## src/pkg/orp_pkg.sv

```systemverilog
// Package of constants and types for the one-time-programmable memory programmer
//
// Overview of operation
// - Each program pulse drives chip enable low for nominally 100 us with program voltage on.
// - Start at address zero, raise supply to 6.5V and program pin to 13.0V.
// - First pass gives every address exactly one pulse, with no verify read.
// - A separate verify and reprogram loop then visits every address in turn.
// - A failing byte gets up to 10 more pulses, verified after each one.
// - Still failing after 10 extra pulses: stop and flag the whole part failed.
// - A verified byte advances the address until every address has been checked.
// - Then program pin low, supply to 5.0V, read and compare bytes until the first mismatch or the last address, decide pass.
// - Identification: chip and output enable low, high voltage line raised, A0 selects maker or type byte, other address lines low.
package orp_pkg;

  // ==========================================================================
  // Clock and timing
  localparam int CLK_MHZ = 50;
  localparam int PULSE_WIDTH_US = 100;
  localparam int PULSE_CYCLES = PULSE_WIDTH_US * CLK_MHZ;
  localparam int SETUP_US = 2;
  localparam int SETUP_CYCLES = SETUP_US * CLK_MHZ;
  localparam int DATA_VALID_US = 1;
  localparam int DATA_VALID_CYCLES = DATA_VALID_US * CLK_MHZ;

  // ==========================================================================
  // Algorithm limits and array shape
  localparam int RETRY_LIMIT = 10;
  localparam int ADDR_W = 16;
  localparam int DATA_W = 8;
  localparam int ID_LINE_BIT = 9;

  // ==========================================================================
  // Supply selection codes for the external regulators
  localparam logic [1:0] VCC_READ = 2'h0;
  localparam logic [1:0] VCC_PROG = 2'h1;
  localparam logic [1:0] VCC_VERIFY = 2'h2;

  // ==========================================================================
  // Sequencer states
  typedef enum logic [3:0] {
    ORP_IDLE, ORP_RAMP, ORP_P1_SET, ORP_P1_PULSE, ORP_V_SET, ORP_V_READ,
    ORP_V_PULSE, ORP_F_SET, ORP_F_READ, ORP_ID_SET, ORP_ID_READ, ORP_DONE
  } orp_state_t;

endpackage

```

## src/pkg/orp_src_if.sv

```systemverilog
// Interface carrying source data lookups between sequencer and source port
`timescale 1ns/100ps
interface orp_src_if;
  logic [15:0] addr;
  logic [7:0] data;
  modport seq (output addr, input data);
  modport port (input addr, output data);
endinterface

```

## src/hw/orp_src_port.sv

```systemverilog
// Registered source data fetch from the user image
`timescale 1ns/100ps
module orp_src_port (
  // Clock and reset
  input wire logic clk_i,
  input wire logic rst_i,
  // User image
  output logic [15:0] img_addr_o,
  input wire logic [7:0] img_data_i,
  // Sequencer side
  orp_src_if.port src
);
  // Image answers combinationally; data is held one cycle for timing
  assign img_addr_o = src.addr;
  always_ff @(posedge clk_i or posedge rst_i) begin
    if (rst_i) begin
      src.data <= 8'h00;
    end else begin
      src.data <= img_data_i;
    end
  end
endmodule

```

## src/hw/orp_programmer.sv

```systemverilog
// Programming, verify and identification sequencer for the byte-wide memory
`timescale 1ns/100ps
module orp_programmer #(
  parameter int PULSE_CYC = orp_pkg::PULSE_CYCLES,
  parameter int LAST_ADDR = 16'hFFFF
) (
  // Clock and reset
  input wire logic clk_i,
  input wire logic rst_i,
  // Command
  input wire logic start_prog_i,
  input wire logic start_id_i,
  output logic busy_o,
  output logic done_o,
  output logic pass_o,
  output logic fail_o,
  output logic [7:0] maker_id_o,
  output logic [7:0] type_id_o,
  // Source image
  output logic [15:0] img_addr_o,
  input wire logic [7:0] img_data_i,
  // Memory pins
  output logic [15:0] mem_addr_o,
  input wire logic [7:0] mem_data_i,
  output logic [7:0] mem_data_o,
  output logic mem_data_oe_n_o,
  output logic mem_ce_n_o,
  output logic mem_oe_n_o,
  output logic vpp_on_o,
  output logic id_mode_high_voltage_line_o,
  output logic [1:0] vcc_sel_o
);
  orp_src_if src ();
  orp_pkg::orp_state_t state, next_state;
  logic [15:0] addr;
  logic [31:0] cnt;
  logic [3:0] retries;
  logic id_byte_select;
  logic fail_flag;
  logic [7:0] maker, dtype;

  orp_src_port u_src (
    .clk_i(clk_i),
    .rst_i(rst_i),
    .img_addr_o(img_addr_o),
    .img_data_i(img_data_i),
    .src(src)
  );

  // ==========================================================================
  // Decode
  function automatic logic timer_hit(input logic [31:0] c, input int lim);
    timer_hit = (c >= 32'(lim - 1));
  endfunction

  wire last_addr = (addr == 16'(LAST_ADDR));
  wire setup_ok = timer_hit(cnt, orp_pkg::SETUP_CYCLES);
  wire pulse_ok = timer_hit(cnt, PULSE_CYC);
  wire retry_ok = timer_hit(cnt, orp_pkg::SETUP_CYCLES + PULSE_CYC);
  wire read_ok = timer_hit(cnt, orp_pkg::DATA_VALID_CYCLES);
  wire match = (mem_data_i == src.data);
  wire retry_left = (retries < 4'(orp_pkg::RETRY_LIMIT));
  wire in_pulse = (state == orp_pkg::ORP_P1_PULSE) || (state == orp_pkg::ORP_V_PULSE);
  // Retry pulse waits out a setup span first, so chip enable never runs on from the verify read
  wire ce_pulse = (state == orp_pkg::ORP_P1_PULSE) ||
                  ((state == orp_pkg::ORP_V_PULSE) && (cnt >= 32'(orp_pkg::SETUP_CYCLES)));
  wire in_read = (state == orp_pkg::ORP_V_READ) || (state == orp_pkg::ORP_F_READ) ||
                 (state == orp_pkg::ORP_ID_READ);
  wire prog_phase = (state == orp_pkg::ORP_RAMP) || (state == orp_pkg::ORP_P1_SET) || in_pulse ||
                    (state == orp_pkg::ORP_V_SET) || (state == orp_pkg::ORP_V_READ);
  wire id_phase = (state == orp_pkg::ORP_ID_SET) || (state == orp_pkg::ORP_ID_READ);

  // ==========================================================================
  // Next state
  always_comb begin
    next_state = state;
    case (state)
      orp_pkg::ORP_IDLE: begin
        if (start_prog_i) begin
          next_state = orp_pkg::ORP_RAMP;
        end else if (start_id_i) begin
          next_state = orp_pkg::ORP_ID_SET;
        end
      end
      orp_pkg::ORP_RAMP: if (setup_ok) next_state = orp_pkg::ORP_P1_SET;
      orp_pkg::ORP_P1_SET: if (setup_ok) next_state = orp_pkg::ORP_P1_PULSE;
      orp_pkg::ORP_P1_PULSE: begin
        if (pulse_ok) begin
          next_state = last_addr ? orp_pkg::ORP_V_SET : orp_pkg::ORP_P1_SET;
        end
      end
      orp_pkg::ORP_V_SET: if (setup_ok) next_state = orp_pkg::ORP_V_READ;
      orp_pkg::ORP_V_READ: begin
        if (read_ok) begin
          if (match) begin
            next_state = last_addr ? orp_pkg::ORP_F_SET : orp_pkg::ORP_V_SET;
          end else if (retry_left) begin
            next_state = orp_pkg::ORP_V_PULSE;
          end else begin
            next_state = orp_pkg::ORP_DONE;
          end
        end
      end
      orp_pkg::ORP_V_PULSE: if (retry_ok) next_state = orp_pkg::ORP_V_SET;
      orp_pkg::ORP_F_SET: if (setup_ok) next_state = orp_pkg::ORP_F_READ;
      orp_pkg::ORP_F_READ: begin
        if (read_ok) begin
          if (!match || last_addr) begin
            next_state = orp_pkg::ORP_DONE;
          end else begin
            next_state = orp_pkg::ORP_F_SET;
          end
        end
      end
      orp_pkg::ORP_ID_SET: if (setup_ok) next_state = orp_pkg::ORP_ID_READ;
      orp_pkg::ORP_ID_READ: begin
        if (read_ok) begin
          next_state = id_byte_select ? orp_pkg::ORP_DONE : orp_pkg::ORP_ID_SET;
        end
      end
      orp_pkg::ORP_DONE: next_state = orp_pkg::ORP_IDLE;
      default: next_state = orp_pkg::ORP_IDLE;
    endcase
  end

  // ==========================================================================
  // Sequencer registers
  wire leaving = (next_state != state);
  wire verify_adv = (state == orp_pkg::ORP_V_READ) && read_ok && match;
  wire step_adv = ((state == orp_pkg::ORP_P1_PULSE) && pulse_ok) || verify_adv ||
                  ((state == orp_pkg::ORP_F_READ) && read_ok && match);
  wire fail_now = ((state == orp_pkg::ORP_V_READ) && read_ok && !match && !retry_left) ||
                  ((state == orp_pkg::ORP_F_READ) && read_ok && !match);

  always_ff @(posedge clk_i or posedge rst_i) begin
    if (rst_i) begin
      state <= orp_pkg::ORP_IDLE;
      cnt <= 32'h0000_0000;
    end else begin
      state <= next_state;
      cnt <= leaving ? 32'h0000_0000 : cnt + 32'h0000_0001;
    end
  end

  always_ff @(posedge clk_i or posedge rst_i) begin
    if (rst_i) begin
      addr <= 16'h0000;
      retries <= 4'h0;
    end else if (state == orp_pkg::ORP_IDLE || (step_adv && last_addr)) begin
      addr <= 16'h0000;
      retries <= 4'h0;
    end else if (step_adv) begin
      addr <= addr + 16'h0001;
      retries <= 4'h0;
    end else if (state == orp_pkg::ORP_V_READ && read_ok && !match && retry_left) begin
      retries <= retries + 4'h1;
    end
  end

  always_ff @(posedge clk_i or posedge rst_i) begin
    if (rst_i) begin
      id_byte_select <= 1'b0;
      maker <= 8'h00;
      dtype <= 8'h00;
      fail_flag <= 1'b0;
    end else begin
      if (state == orp_pkg::ORP_IDLE) begin
        id_byte_select <= 1'b0;
        fail_flag <= 1'b0;
      end else if (state == orp_pkg::ORP_ID_READ && read_ok) begin
        id_byte_select <= 1'b1;
        if (id_byte_select) dtype <= mem_data_i;
        else maker <= mem_data_i;
      end
      if (fail_now) fail_flag <= 1'b1;
    end
  end

  // ==========================================================================
  // Pins and status
  assign src.addr = addr;
  assign mem_addr_o = id_phase ? {6'h00, 1'b0, 9'(id_byte_select)} : addr;
  assign id_mode_high_voltage_line_o = id_phase;
  assign mem_ce_n_o = !(ce_pulse || in_read);
  assign vpp_on_o = prog_phase && !(state == orp_pkg::ORP_V_READ);
  assign mem_oe_n_o = !in_read;
  assign mem_data_o = src.data;
  assign mem_data_oe_n_o = !(prog_phase && !in_read); // Never drive while the part drives
  assign vcc_sel_o = prog_phase || id_phase ? orp_pkg::VCC_PROG :
                     (state == orp_pkg::ORP_F_SET || state == orp_pkg::ORP_F_READ) ?
                     orp_pkg::VCC_VERIFY : orp_pkg::VCC_READ;
  assign busy_o = (state != orp_pkg::ORP_IDLE);
  assign done_o = (state == orp_pkg::ORP_DONE);
  assign pass_o = done_o && !fail_flag && !id_byte_select;
  assign fail_o = fail_flag;
  assign maker_id_o = maker;
  assign type_id_o = dtype;
endmodule

```

## config.mk

```make
export PLATFORM = sky130hd
export DESIGN_NAME = orp_programmer
export DESIGN_NICKNAME = d
export VERILOG_FILES = /design/src/pkg/orp_pkg.sv /design/src/pkg/orp_src_if.sv /design/src/hw/orp_src_port.sv /design/src/hw/orp_programmer.sv
export SDC_FILE = /design/constraint.sdc
export NUM_CORES = 1
export LEC_CHECK = 0
export BUFFER_PORTS_ARGS = -buffer_cell sky130_fd_sc_hd__buf_2
export CAP_MARGIN = 20
export CORE_MARGIN = 2
export CORE_UTILIZATION = 45
export DETAILED_ROUTE_END_ITERATION = 7
export PLACE_DENSITY_LB_ADDON = 0.05
export SYNTH_ARGS = -nofsm -noshare
export SYNTH_HDL_FRONTEND = slang
export SYNTH_HIERARCHICAL = 1
export SYNTH_SLANG_ARGS = --single-unit
```

## constraint.sdc

```tcl
create_clock -name clk_i -period 3.2 [get_ports clk_i]
set_clock_uncertainty 0.2 [all_clocks]
set_input_delay 0.32 -clock clk_i [delete_from_list [all_inputs] [get_ports clk_i]]
set_output_delay 0.32 -clock clk_i [all_outputs]
set_load 0.01 [all_outputs]
```

# Word level (Yosys, flattened, before mapping)

Cells that the tools add are included.

$add $sub $neg: 3
$mul: 0
Div/mod/pow operators: 0
Order comparisons: 6
Eq/ne operators: 14
Shifts and indexed selects: 0
Mux-type cells: 32
Bitwise logic cells: 2
Reductions and logical operators: 49

Operators with widths:

| cell                                                   | number |
|---|---|
| 2-to-1 mux 4 bit                                       | 18 |
| >= comparator 32 x 13 -> 1 bit (second input constant) | 2 |
| >= comparator 32 x 7 -> 1 bit (second input constant)  | 2 |
| 2-to-1 mux 16 bit                                      | 3 |
| case mux 4 bit (11 select lines)                       | 1 |
| adder 32 x 1 -> 32 bit (second input constant)         | 1 |
| >= comparator 32 x 6 -> 1 bit (second input constant)  | 1 |
| 2-to-1 mux 32 bit                                      | 1 |
| logical OR 1 bit                                       | 17 |
| adder 16 x 1 -> 16 bit (second input constant)         | 1 |
| == test 16 bit (second input constant)                 | 1 |
| == test 4 x 3 -> 1 bit (second input constant)         | 4 |
| == test 4 bit (second input constant)                  | 4 |
| logical AND 1 bit                                      | 16 |
| == test 4 x 2 -> 1 bit (second input constant)         | 2 |
| == test 8 bit                                          | 1 |
| logical NOT 1 bit                                      | 8 |
| 2-to-1 mux 2 bit                                       | 4 |
| AND reduction 3 bit                                    | 2 |
| nonzero test 2 bit                                     | 3 |
| adder 4 x 1 -> 4 bit (second input constant)           | 1 |
| == test 4 x 1 -> 1 bit (second input constant)         | 1 |
| logical NOT 4 bit                                      | 1 |
| < comparator 4 bit (second input constant)             | 1 |
| 6 further kinds                                        | 10 |

Register bits: 82
Latch bits: 0
Bits in writable memories: 0
ROM bits: 0
Output and inout bits: 67
Logic and storage cells: 115
Memories kept: 0

# Depth between registers and ports, before layout

Gate-level depths: netlist of run 1.

Depth in word-level cells: 8
Mapped depth: 11
Depth with buffers taken out: 9

# Modules after synthesis

Netlist of run 1, hierarchy kept.

Modules (own cells, without submodules):

| module         | instances | cells each | area each (µm²) | seq. area each (µm²) |
|---|---|---|---|---|
| orp_programmer | 1         | 496        | 4486.8          | 1851.8 |
| orp_src_port   | 1         | 25         | 324.1           | 200.2 |

# Worst setup path after synthesis of run 1

Ideal clock, no wire load.

Path kind: reg2reg
Start point: register cnt[12]
End point: register cnt[22]
Library setup time: 94 ps
Data arrival time: 3009 ps
Required time: 2906 ps
Path slack: -103 ps
Cell stages (with the launch flop): 10
Clock period less this slack: 3303 ps
Path through: dfrtp_1 or4_1 or4_1 clkbuf_2 nor4_1 mux2i_1 a21oi_1 a41o_2 buf_6 nor4b_4

Cells in the longest elaborated chain, start to end: 5

Ends and longest elaborated chain:

| item                                                        | RTL line              | text |
|---|---|---|
| start: declaration                                          | orp_programmer.sv:36  | `logic [31:0] cnt;` |
| start signal: assignment                                    | orp_programmer.sv:141 | `cnt <= leaving ? 32'h0000_0000 : cnt + 32'h0000_0001;` |
| >= comparator 32 x 6 -> 1 bit, or another cell as far along | orp_programmer.sv:53  | `timer_hit = (c >= 32'(lim - 1));` |
| 2-to-1 mux 4 bit, or another cell as far along              | orp_programmer.sv:117 | `if (read_ok) begin` |
| case mux 4 bit (11 select lines)                            | orp_programmer.sv:77  | `case (state)` |
| != test 4 bit                                               | orp_programmer.sv:128 | `wire leaving = (next_state != state);` |
| 2-to-1 mux 32 bit (*)                                       | orp_programmer.sv:141 |  |

Mark *: on every way between the ends. The rest lies on a longest branch, timed or not.
A chain may end at the register's enable or synchronous reset.

# Final worst setup path of run 1

Ends and elaborated chain as after synthesis.

==> results of run 1 <==
## Yosys cell counts, drive strengths merged, types with 4 or more instances
library cell / count
dfrtp: 82
nand2: 59
nor2: 47
nor3: 41
xnor2: 28
xor2: 27
buf: 24
nand4: 21
nand3: 20
clkbuf: 19
and2: 16
mux2: 16
inv: 13
and3: 11
nor4: 11
o21ai: 11
a21oi: 7
and4: 6
ha: 6
nor4b: 5
or3: 4
## routing by layer
metal  up-vias  track usage (%)  part of all wire (%)
li1       2007                -                     -
met1      1985             29.8                    48
met2       103             31.9                    46
met3         8             4.12                   4.6
met4         0             6.04                  0.94
met5         -                0                     0
## final timing paths
check,slack (ns),from,to
setup / recovery,0.08,cnt[12],cnt[22]
hold / removal,0.03,mem_data_i[2],type_id_o[2]
setup reg to reg,0.08,cnt[12],cnt[22]
hold reg to reg,0.31,maker_id_o[7],maker_id_o[7]
max in group asynchronous,1.58,rst_i,cnt[11]
min in group asynchronous,0.25,rst_i,u_src/src.data[3]
## layout by cell type (no fill, tap or decap), types with 6 or more instances in the layout
| cell type | count |
|---|---|
| a21oi_1 | 7 |
| and2_1 | 16 |
| and3_1 | 10 |
| and4_1 | 6 |
| buf_2 | 86 |
| buf_4 | 32 |
| clkbuf_8 | 9 |
| dfrtp_1 | 82 |
| dlygate4sd3_1 | 9 |
| ha_1 | 6 |
| inv_1 | 12 |
| mux2_2 | 16 |
| nand2_1 | 59 |
| nand3_1 | 20 |
| nand4_1 | 21 |
| nor2_1 | 47 |
| nor3_1 | 32 |
| nor3_2 | 9 |
| nor4_1 | 10 |
| o21ai_0 | 10 |
| xnor2_1 | 28 |
| xor2_1 | 27 |
## registers in the layout, summed over array words and instances (netlist names)
signal,count
addr,16
cnt,32
fail_o,1
id_byte_select,1
maker_id_o,8
retries,4
state,4
type_id_o,8
u_src/src.data,8
## power groups by stage
stage / Combinational, uW / Sequential, uW / Clock [uW]
3_5_place_dp: 503 / 1160 / 0
6_report: 519 / 1140 / 702
4_1_cts: 514 / 1140 / 720
5_1_grt: 574 / 1150 / 766
3_3_place_gp: 496 / 1160 / 0
2_1_floorplan: 357 / 1120 / 0
## final cells by class
class	count	area (um2)	area share [%]
clock buffer	9	124	2.14
clock inverter	7	51.3	0.886
inverter	13	48.8	0.842
multi-input combinational	383	2530	43.6
sequential	82	2050	35.4
tap	136	170	2.94
timing repair buffer	130	821	14.2
## repair_timing
item	4_1_cts	5_1_grt
endpoints found under the setup margin	1	25
pin swaps	0	2
hold endpoints to repair	16	0
hold buffers	9	0
gates resized for setup	2	10
setup buffers	0	1
## metrics by stage
stage | cells | power [uW] | setup TNS [ns] | worst slack [ns] | hold WS, ns
global route | 760 | 2490 | -0.219 | -0.0264 | 0.0234
floorplan | 521 | 1480 | 0 | 0.00554 | -0.0643
global placement | 734 | 1650 | 0 | 0.112 | 0.0953
CTS | 759 | 2370 | 0 | 0.00493 | 0.0164
detailed placement | 734 | 1660 | 0 | 0.0494 | 0.0958
finish | 760 | 2360 | 0 | 0.0756 | 0.0287
## cell families (layout without fill, tap and decap cells)
logic type      count (synthesis)  after routing  share of synthesized area, %
flops                          82             82                          42.7
buf+inv                        56            159                          6.24
mux                            19             19                          4.37
compound gates                 46             46                          6.92
xor+xnor                       55             55                          10.0
fa+ha+maj                       6              6                          1.56
simple gates                  257            257                          28.2
==> results.py, run 1 <==
metrics = {
    "clocking": {
        "cts_root_buf": "clkbuf_8",
        "cts_tree": "done",
        "worstSkewPairLatency_ns": 0.36,
        "cts_sinks": 82,
        "numCtsBuffers": 9,
        "cts_max_path_buffers": 2,
        "path_clk_slew_ns": 0.09,
        "cts_htree_levels": 3,
    },
    "critical_path": {
        "slowest_delay_ns": 0.53,
        "startpoint_type": "flip-flop",
        "crit_type": "reg -> reg",
        "worst_path_max_delay_cell": "or4_4",
        "crit_fanout": 8,
        "cp-end-kind": "flip-flop",
        "crit_path_frequent_cell": "or4_4",
        "critPathRequiredTime_ns": 3.28,
        "crit_cells": 8,
        "crit_arrival_ns": 3.20,
        "crit_path_cell_trace": "or4_4 > or4_4 > or3_4 > a221oi_4 > a21oi_1 > a41o_2 > buf_12 > nor4b_4",
        "cp_num_buf_inv": 1,
        "ff2ff_path_depth": 8,
        "crit_family": "simple AND/OR/NAND/NOR gates",
    },
    "floorplan": {
        "die_h_um": 107,
        "io_pins": 87,
        "die_w_um": 107,
        "fp-row-count": 37,
        "core_area_mm2": 0.0104,
        "die_area_mm2": 0.0115,
        "start_util_pct": 46.4,
    },
    "power_and_ir_drop": {
        "peakVddDrop_mv": 0.255,
        "p_sw_share_pct": 33.9,
        "p_sw_uw": 801,
        "comb_power_share_pct": 22.0,
        "clkPwrFrac_pct": 29.7,
        "leakage_uw": 0.00283,
        "power.internal_uw": 1560,
        "pwr-share-seq_pct": 48.3,
        "p_per_area_mw_per_mm2": 408,
    },
    "synthesis": {
        "syn_nets": 547,
        "synth_warnings": 6,
        "synth_seq_area_share_pct": 42.7,
        "synth_top_area_cell": "dfrtp_1",
        "synth_area_leaders": "dfrtp_1, xnor2_1, xor2_1",
        "synth_top_area_share_pct": 42.7,
        "ys_ff_latch": 82,
        "synth_cells": 521,
        "synth_flop_cell": "dfrtp_1",
        "async_flop_share_pct": 100,
        "syn-cell-area_mm2": 0.00481,
        "yosys.cell_types.count": 54,
        "synth-edff-count": 0,
        "syn_area_per_cell_um2": 9.23,
    },
    "sta": {
        "slew_headroom_pct": 36.6,
        "hold_viol_final": 0,
        "min_period_ns": 3.12,
        "rsz0062_at_grt": "yes",
        "tightestPinTransition_ns": 0.951,
        "slew_viol_final": 0,
        "fmax_mhz": 320,
        "setup_viol_count_final": 0,
        "period_share_pct": 97.6,
    },
    "min_path": {
        "hp-class": "in -> reg",
        "min_path_cells": 2,
    },
    "place": {
        "postPlaceCellArea_mm2": 0.00546,
        "dp.final_hpwl_um": 8180,
        "portBuffers": 86,
        "gp_congestion": 0.842,
    },
    "detailed_routing": {
        "drc": 0,
        "ant_nets": 0,
        "wirelength_um": 11600,
        "drtIter0Drc": 162,
        "wl_per_cell_um": 15.3,
        "num_vias": 4103,
        "vias_per_cell": 5.40,
        "dr.pass1.iters": 4,
    },
    "finish": {
        "final_util_pct": 55.9,
        "nNetsFinal": 645,
        "drive_above_1_share_pct": 28.4,
        "final_area_mm2": 0.00579,
        "fill_cells": 964,
        "syn2layout_area_growth_pct": 20.4,
        "diodes": 0,
    },
    "global_route": {
        "grt_max_degree": 75,
        "grt_pass1_wl_um": 19000,
        "grt_antenna_before_repair": 0,
        "gr-total-overflow": 0,
        "track_usage_pct": 20.7,
        "grt_pass1_vias": 3856,
    },
    "status": {
        "status": "complete, no violations",
    },
    "run": {
        "drv_cap": 0,
    },
}
Note: power is estimated with default switching activity, not from simulation.
==> inputs of run 2 (changes only) <==
--- a/config.mk
+++ b/config.mk
@@ -8,7 +8,7 @@
 export BUFFER_PORTS_ARGS = -buffer_cell sky130_fd_sc_hd__buf_2
 export CAP_MARGIN = 20
 export CORE_MARGIN = 2
-export CORE_UTILIZATION = 45
+export CORE_UTILIZATION = 51
 export DETAILED_ROUTE_END_ITERATION = 7
 export PLACE_DENSITY_LB_ADDON = 0.05
 export SYNTH_ARGS = -nofsm -noshare
==> run 2 against run 1 <==
Compared with the run above: non-clock buffer count rose by 4; via count rose by 1.9%; clock power rose by 11%; highest routed layer unchanged; largest cell class unchanged; flip-flop and latch count did not move; clock-buffer cell count did not move; setup slack got worse by 0.049 ns; first-iteration DRC count rose by 55%; register-to-register slack got worse by 0.02 ns; sequential share of layout area fell by 0.36 points.
==> results.py, run 2 (synthesis results as in run 1) <==
metrics = {
    "status": {
        "status": "complete, no violations",
    },
    "power_and_ir_drop": {
        "power.internal_uw": 1600,
        "p_sw_uw": 850,
        "pwr-share-seq_pct": 46.2,
        "p_sw_share_pct": 34.6,
        "clkPwrFrac_pct": 31.7,
        "peakVddDrop_mv": 0.284,
        "comb_power_share_pct": 22.1,
        "p_per_area_mw_per_mm2": 419,
        "leakage_uw": 0.00288,
    },
    "critical_path": {
        "cp_num_buf_inv": 2,
        "slowest_delay_ns": 0.52,
        "startpoint_type": "flip-flop",
        "crit_fanout": 5,
        "crit_arrival_ns": 2.65,
        "crit_family": "simple AND/OR/NAND/NOR gates",
        "worst_path_max_delay_cell": "or4_1",
        "crit_type": "reg -> out",
        "cp-end-kind": "primary output",
        "critPathRequiredTime_ns": 2.68,
        "crit_path_cell_trace": "or4_1 > or4_4 > buf_4 > o311ai_1 > o21ai_0 > a21oi_1 > buf_2",
    },
    "floorplan": {
        "start_util_pct": 52.3,
        "core_area_mm2": 0.00920,
        "die_area_mm2": 0.0102,
        "fp-row-count": 35,
        "die_h_um": 101,
        "io_pins": 87,
        "die_w_um": 101,
    },
    "global_route": {
        "grt_pass1_wl_um": 19500,
        "grt_antenna_before_repair": 0,
        "grt_pass1_vias": 3945,
        "grt_max_degree": 75,
        "track_usage_pct": 23.9,
        "gr-total-overflow": 0,
    },
    "min_path": {
        "hp-class": "in -> reg",
    },
    "sta": {
        "whs_ns": 0.0258,
        "fmax_mhz": 315,
        "hold_viol_final": 0,
        "worst_slack_ns": 0.0263,
        "min_period_ns": 3.17,
        "slew_viol_final": 0,
        "setup_viol_count_final": 0,
        "tightestPinTransition_ns": 0.714,
        "slew_headroom_pct": 52.0,
        "period_share_pct": 99.2,
    },
    "clocking": {
        "path_clk_slew_ns": 0.10,
        "cts_sinks": 82,
        "cts_tree": "done",
        "worstSkewPairLatency_ns": 0.36,
        "cts_root_buf": "clkbuf_8",
        "cts_htree_levels": 3,
        "numCtsBuffers": 9,
        "cts_max_path_buffers": 2,
    },
    "detailed_routing": {
        "wirelength_um": 11700,
        "drc": 0,
        "ant_nets": 0,
        "num_vias": 4179,
        "dr.pass1.iters": 5,
        "wl_per_cell_um": 15.7,
        "drtIter0Drc": 251,
        "vias_per_cell": 5.65,
    },
    "place": {
        "dp.final_hpwl_um": 8000,
        "postPlaceCellArea_mm2": 0.00545,
        "post-place-ws_ns": -0.0462,
        "portBuffers": 86,
        "gp_congestion": 0.940,
    },
    "finish": {
        "top_register": "cnt",
        "diodes": 0,
        "final_util_pct": 63.6,
        "final_area_mm2": 0.00585,
        "fill_cells": 778,
        "nNetsFinal": 650,
        "final_common_cell": "buf_2",
        "syn2layout_area_growth_pct": 21.7,
        "layout_common_cells": "buf_2, dfrtp_1, nand2_1",
        "drive_above_1_share_pct": 28.8,
        "largest_reg_flops": 32,
        "reg.largest.list": "cnt (32), addr (16)",
    },
    "run": {
        "drv_cap": 0,
    },
}
-- run 2: cell types whose count changed in the layout (fill, tap and decap cells not counted), moves of 2 or more --
cell	delta
clkinvlp_4	-2
inv_8	+4
inv_6	-2
buf_4	+2
clkinv_2	-2
-- run 2: final cells by class --
type,instances,area [um2],share of cell area (%)
well taps,111,139,2.37
clock buffers,9,124,2.12
inverters,13,48.8,0.834
repair buffers,134,867,14.8
clock inverters,7,78.8,1.35
multi-input cells,384,2540,43.5
flip-flops and latches,82,2050,35.1
-- run 2: power groups by stage --
| stage | clock (uW) | combinational, uW | sequential [uW] |
|---|---|---|---|
| finish | 777 | 542 | 1130 |
| CTS | 795 | 522 | 1130 |
| global placement | 0 | 497 | 1150 |
| floorplan | 0 | 357 | 1120 |
| global route | 836 | 602 | 1140 |
| detailed placement | 0 | 502 | 1150 |
-- run 2: layer usage --
layer  vias up  track usage, %  share of wire [%]
met2       154            37.2                 47
met3        12            4.79                5.9
met4         0            7.28                1.5
met5         -               0                  0
li1       2029               -                  -
met1      1984            33.9                 45
-- run 2: path summary, 6_finish.rpt --
path                               start                 to  slack (ns)  cells past startpoint
min in group asynchronous          rst_i  u_src/src.data[1]        0.25                      3
setup / recovery                 cnt[12]         mem_ce_n_o        0.03                      7
max in group asynchronous          rst_i             cnt[7]        2.12                      4
setup reg to reg                 cnt[12]            cnt[21]        0.06                      8
hold / removal             mem_data_i[3]      maker_id_o[3]        0.03                      2
hold reg to reg            maker_id_o[4]      maker_id_o[4]        0.31                      1
-- run 2: repair_timing --
action | CTS | global route
hold endpoints to repair | 90 | 0
endpoints found under the setup margin | 24 | 29
gates cloned | 0 | 1
pin swaps | 0 | 4
resized for setup | 1 | 12
hold buffers | 9 | 0
buffers inserted | 2 | 2
-- run 2: stage by stage --
stage,TNS [ns],std cells,power (uW)
after floorplan,0,521,1480
after global placement,0,710,1650
after detailed placement,-0.359,710,1660
after CTS,0,737,2450
after global routing,-0.315,740,2580
final,0,740,2450
==> inputs of run 3 (changes only) <==
--- a/config.mk
+++ b/config.mk
@@ -7,7 +7,6 @@
 export LEC_CHECK = 0
 export BUFFER_PORTS_ARGS = -buffer_cell sky130_fd_sc_hd__buf_2
 export CAP_MARGIN = 20
-export CORE_MARGIN = 2
 export CORE_UTILIZATION = 51
 export DETAILED_ROUTE_END_ITERATION = 7
 export PLACE_DENSITY_LB_ADDON = 0.05
==> run 3 against run 2 <==
Compared with the run above: power is 1.6% lower; sequential share of layout area is 0.93 points higher; sequential power hardly changed; die area is 3.9% lower; critical path type is now reg -> reg; flip-flop and latch count stayed put.
==> results.py, run 3 (synthesis results as in run 1) <==
metrics = {
    "status": {
        "status": "complete, no violations",
    },
    "sta": {
        "whs_ns": 0.0315,
        "slew_viol_final": 0,
        "fmax_mhz": 325,
        "slew_headroom_pct": 61.9,
        "setup_viol_count_final": 0,
        "tightestPinTransition_ns": 0.567,
        "hold_viol_final": 0,
        "worst_slack_ns": 0.120,
        "rsz0062_at_grt": "yes",
        "period_share_pct": 96.3,
        "min_period_ns": 3.08,
    },
    "critical_path": {
        "r2r_end": "cnt[19]",
        "ff2ff_path_depth": 8,
        "cp-end-kind": "flip-flop",
        "ff2ff_setup_slack_ns": 0.12,
        "crit_type": "reg -> reg",
        "critPathLaunch": "cnt[12]",
        "startpoint_type": "flip-flop",
        "crit_arrival_ns": 3.15,
        "crit_fanout": 19,
        "r2r-start": "cnt[12]",
        "slowest_delay_ns": 0.51,
        "worst_path_max_delay_cell": "or4_1",
        "crit_end": "cnt[19]",
        "crit_path_cell_trace": "or4_1 > or4_4 > or3_4 > a221oi_2 > a21oi_1 > a41o_2 > buf_6 > nor3_1",
        "critPathRequiredTime_ns": 3.27,
    },
    "floorplan": {
        "core_area_mm2": 0.00920,
        "start_util_pct": 52.3,
        "fp-row-count": 35,
        "die_area_mm2": 0.00983,
        "die_h_um": 99.1,
        "die_w_um": 99.1,
        "io_pins": 87,
    },
    "global_route": {
        "grt_pass1_wl_um": 19000,
        "track_usage_pct": 24.4,
        "grt_max_degree": 75,
        "grt_pass1_vias": 3936,
        "grt_antenna_before_repair": 0,
        "gr-total-overflow": 0,
    },
    "clocking": {
        "postCtsSetupBuffers": 0,
        "worstSkewPairLatency_ns": 0.36,
        "numCtsBuffers": 9,
        "path_clk_slew_ns": 0.09,
        "cts_htree_levels": 3,
        "cts_sinks": 82,
        "cts_tree": "done",
        "cts_max_path_buffers": 2,
        "cts_root_buf": "clkbuf_8",
    },
    "place": {
        "gp_congestion": 0.824,
        "portBuffers": 86,
        "post-place-ws_ns": -0.0320,
        "dp.final_hpwl_um": 7860,
        "dp_cells": 703,
    },
    "finish": {
        "instances_no_fill": 728,
        "drive_above_1_share_pct": 27.2,
        "layout_common_cells": "buf_2, dfrtp_1, nand2_1",
        "diodes": 0,
        "nNetsFinal": 638,
        "multi_input_area_mm2": 0.00250,
        "largest_reg_flops": 32,
        "reg.largest.list": "cnt (32), addr (16)",
        "seqCellArea_mm2": 0.00205,
        "top_register": "cnt",
        "fill_cells": 803,
        "final_common_cell": "buf_2",
        "syn2layout_area_growth_pct": 18.5,
    },
    "min_path": {
        "hp-class": "in -> reg",
        "hp-start": "mem_data_i[2]",
    },
    "power_and_ir_drop": {
        "leakage_uw": 0.00280,
        "peakVddDrop_mv": 0.217,
        "p_per_area_mw_per_mm2": 424,
    },
    "detailed_routing": {
        "num_vias": 4038,
        "wirelength_um": 11300,
        "wl_per_cell_um": 15.6,
        "ant_nets": 0,
        "drc": 0,
        "vias_per_cell": 5.55,
        "dr.pass1.iters": 5,
        "drtIter0Drc": 156,
    },
    "run": {
        "drv_cap": 0,
    },
}
[run 3: cell count changes in the layout (fill, tap and decap cells not counted), sizes merged]
cell | before | now
a41o | 2 | 1
buf | 125 | 114
bufinv | 0 | 1
clkinvlp | 0 | 1
inv | 18 | 16
[run 3: area by class of cell]
class / instances / share of cell area, %
clock buffer: 9 / 2.17
clock inverter: 7 / 1.34
inverter: 13 / 0.856
multi-input combinational: 383 / 43.9
sequential: 82 / 36.0
tap: 111 / 2.44
timing repair buffer: 123 / 13.3
[run 3: how the worst min path moves through the flow]
stage | endpoint | slack (ns) | cells past startpoint
finish | maker_id_o[2] | 0.03 | 2
floorplan | u_src/src.data[0] | -0.06 | 1
global route | type_id_o[7] | 0.03 | 2
CTS | maker_id_o[2] | 0.02 | 2
detailed placement | u_src/src.data[7] | 0.09 | 2
global placement | u_src/src.data[3] | 0.09 | 2
[run 3: per-stage QoR]
stage	area [um2]	power, uW	TNS, ns	utilization [%]
after floorplan	4830	1480	0	-
after global placement	5370	1630	0	58.4
after detailed placement	5370	1640	-0.140	58.4
after CTS	5660	2430	0	61.6
after global routing	5700	2550	-0.00896	62.0
final	5700	2420	0	62.0
[run 3: timing repair]
| action | 4_1_cts | 5_1_grt |
|---|---|---|
| endpoints found under the hold margin | 90 | 0 |
| endpoints found under the setup margin | 19 | 24 |
| hold buffers | 9 | 0 |
| pin swaps | 0 | 1 |
| gates resized for setup | 1 | 7 |
[run 3: metal layers]
| layer | vias to the layer above | wire [um] | GRT usage [%] |
|---|---|---|---|
| met4 | 0 | 130 | 7.35 |
| li1 | 1997 | - | - |
| met1 | 1922 | 5310 | 33.8 |
| met3 | 13 | 555 | 4.08 |
| met5 | - | 0 | 0 |
| met2 | 106 | 5350 | 39.5 |
[run 3: where the power goes]
part / switching (uW) / leakage, uW / internal (uW) / total, uW
Clock: 412 / 0.000102 / 369 / 781
Combinational: 310 / 0.00160 / 182 / 492
Sequential: 68.0 / 0.00110 / 1070 / 1140
[run 3: worst max-delay path, delay by kind of cell (launching register included)]
| kind | cells | cell delay [ns] |
|---|---|---|
| AOI/OAI and AO/OA | 3 | 0.70 |
| buffers and inverters | 1 | 0.18 |
| DFF | 1 | 0.38 |
| and+or+nand+nor | 4 | 1.55 |
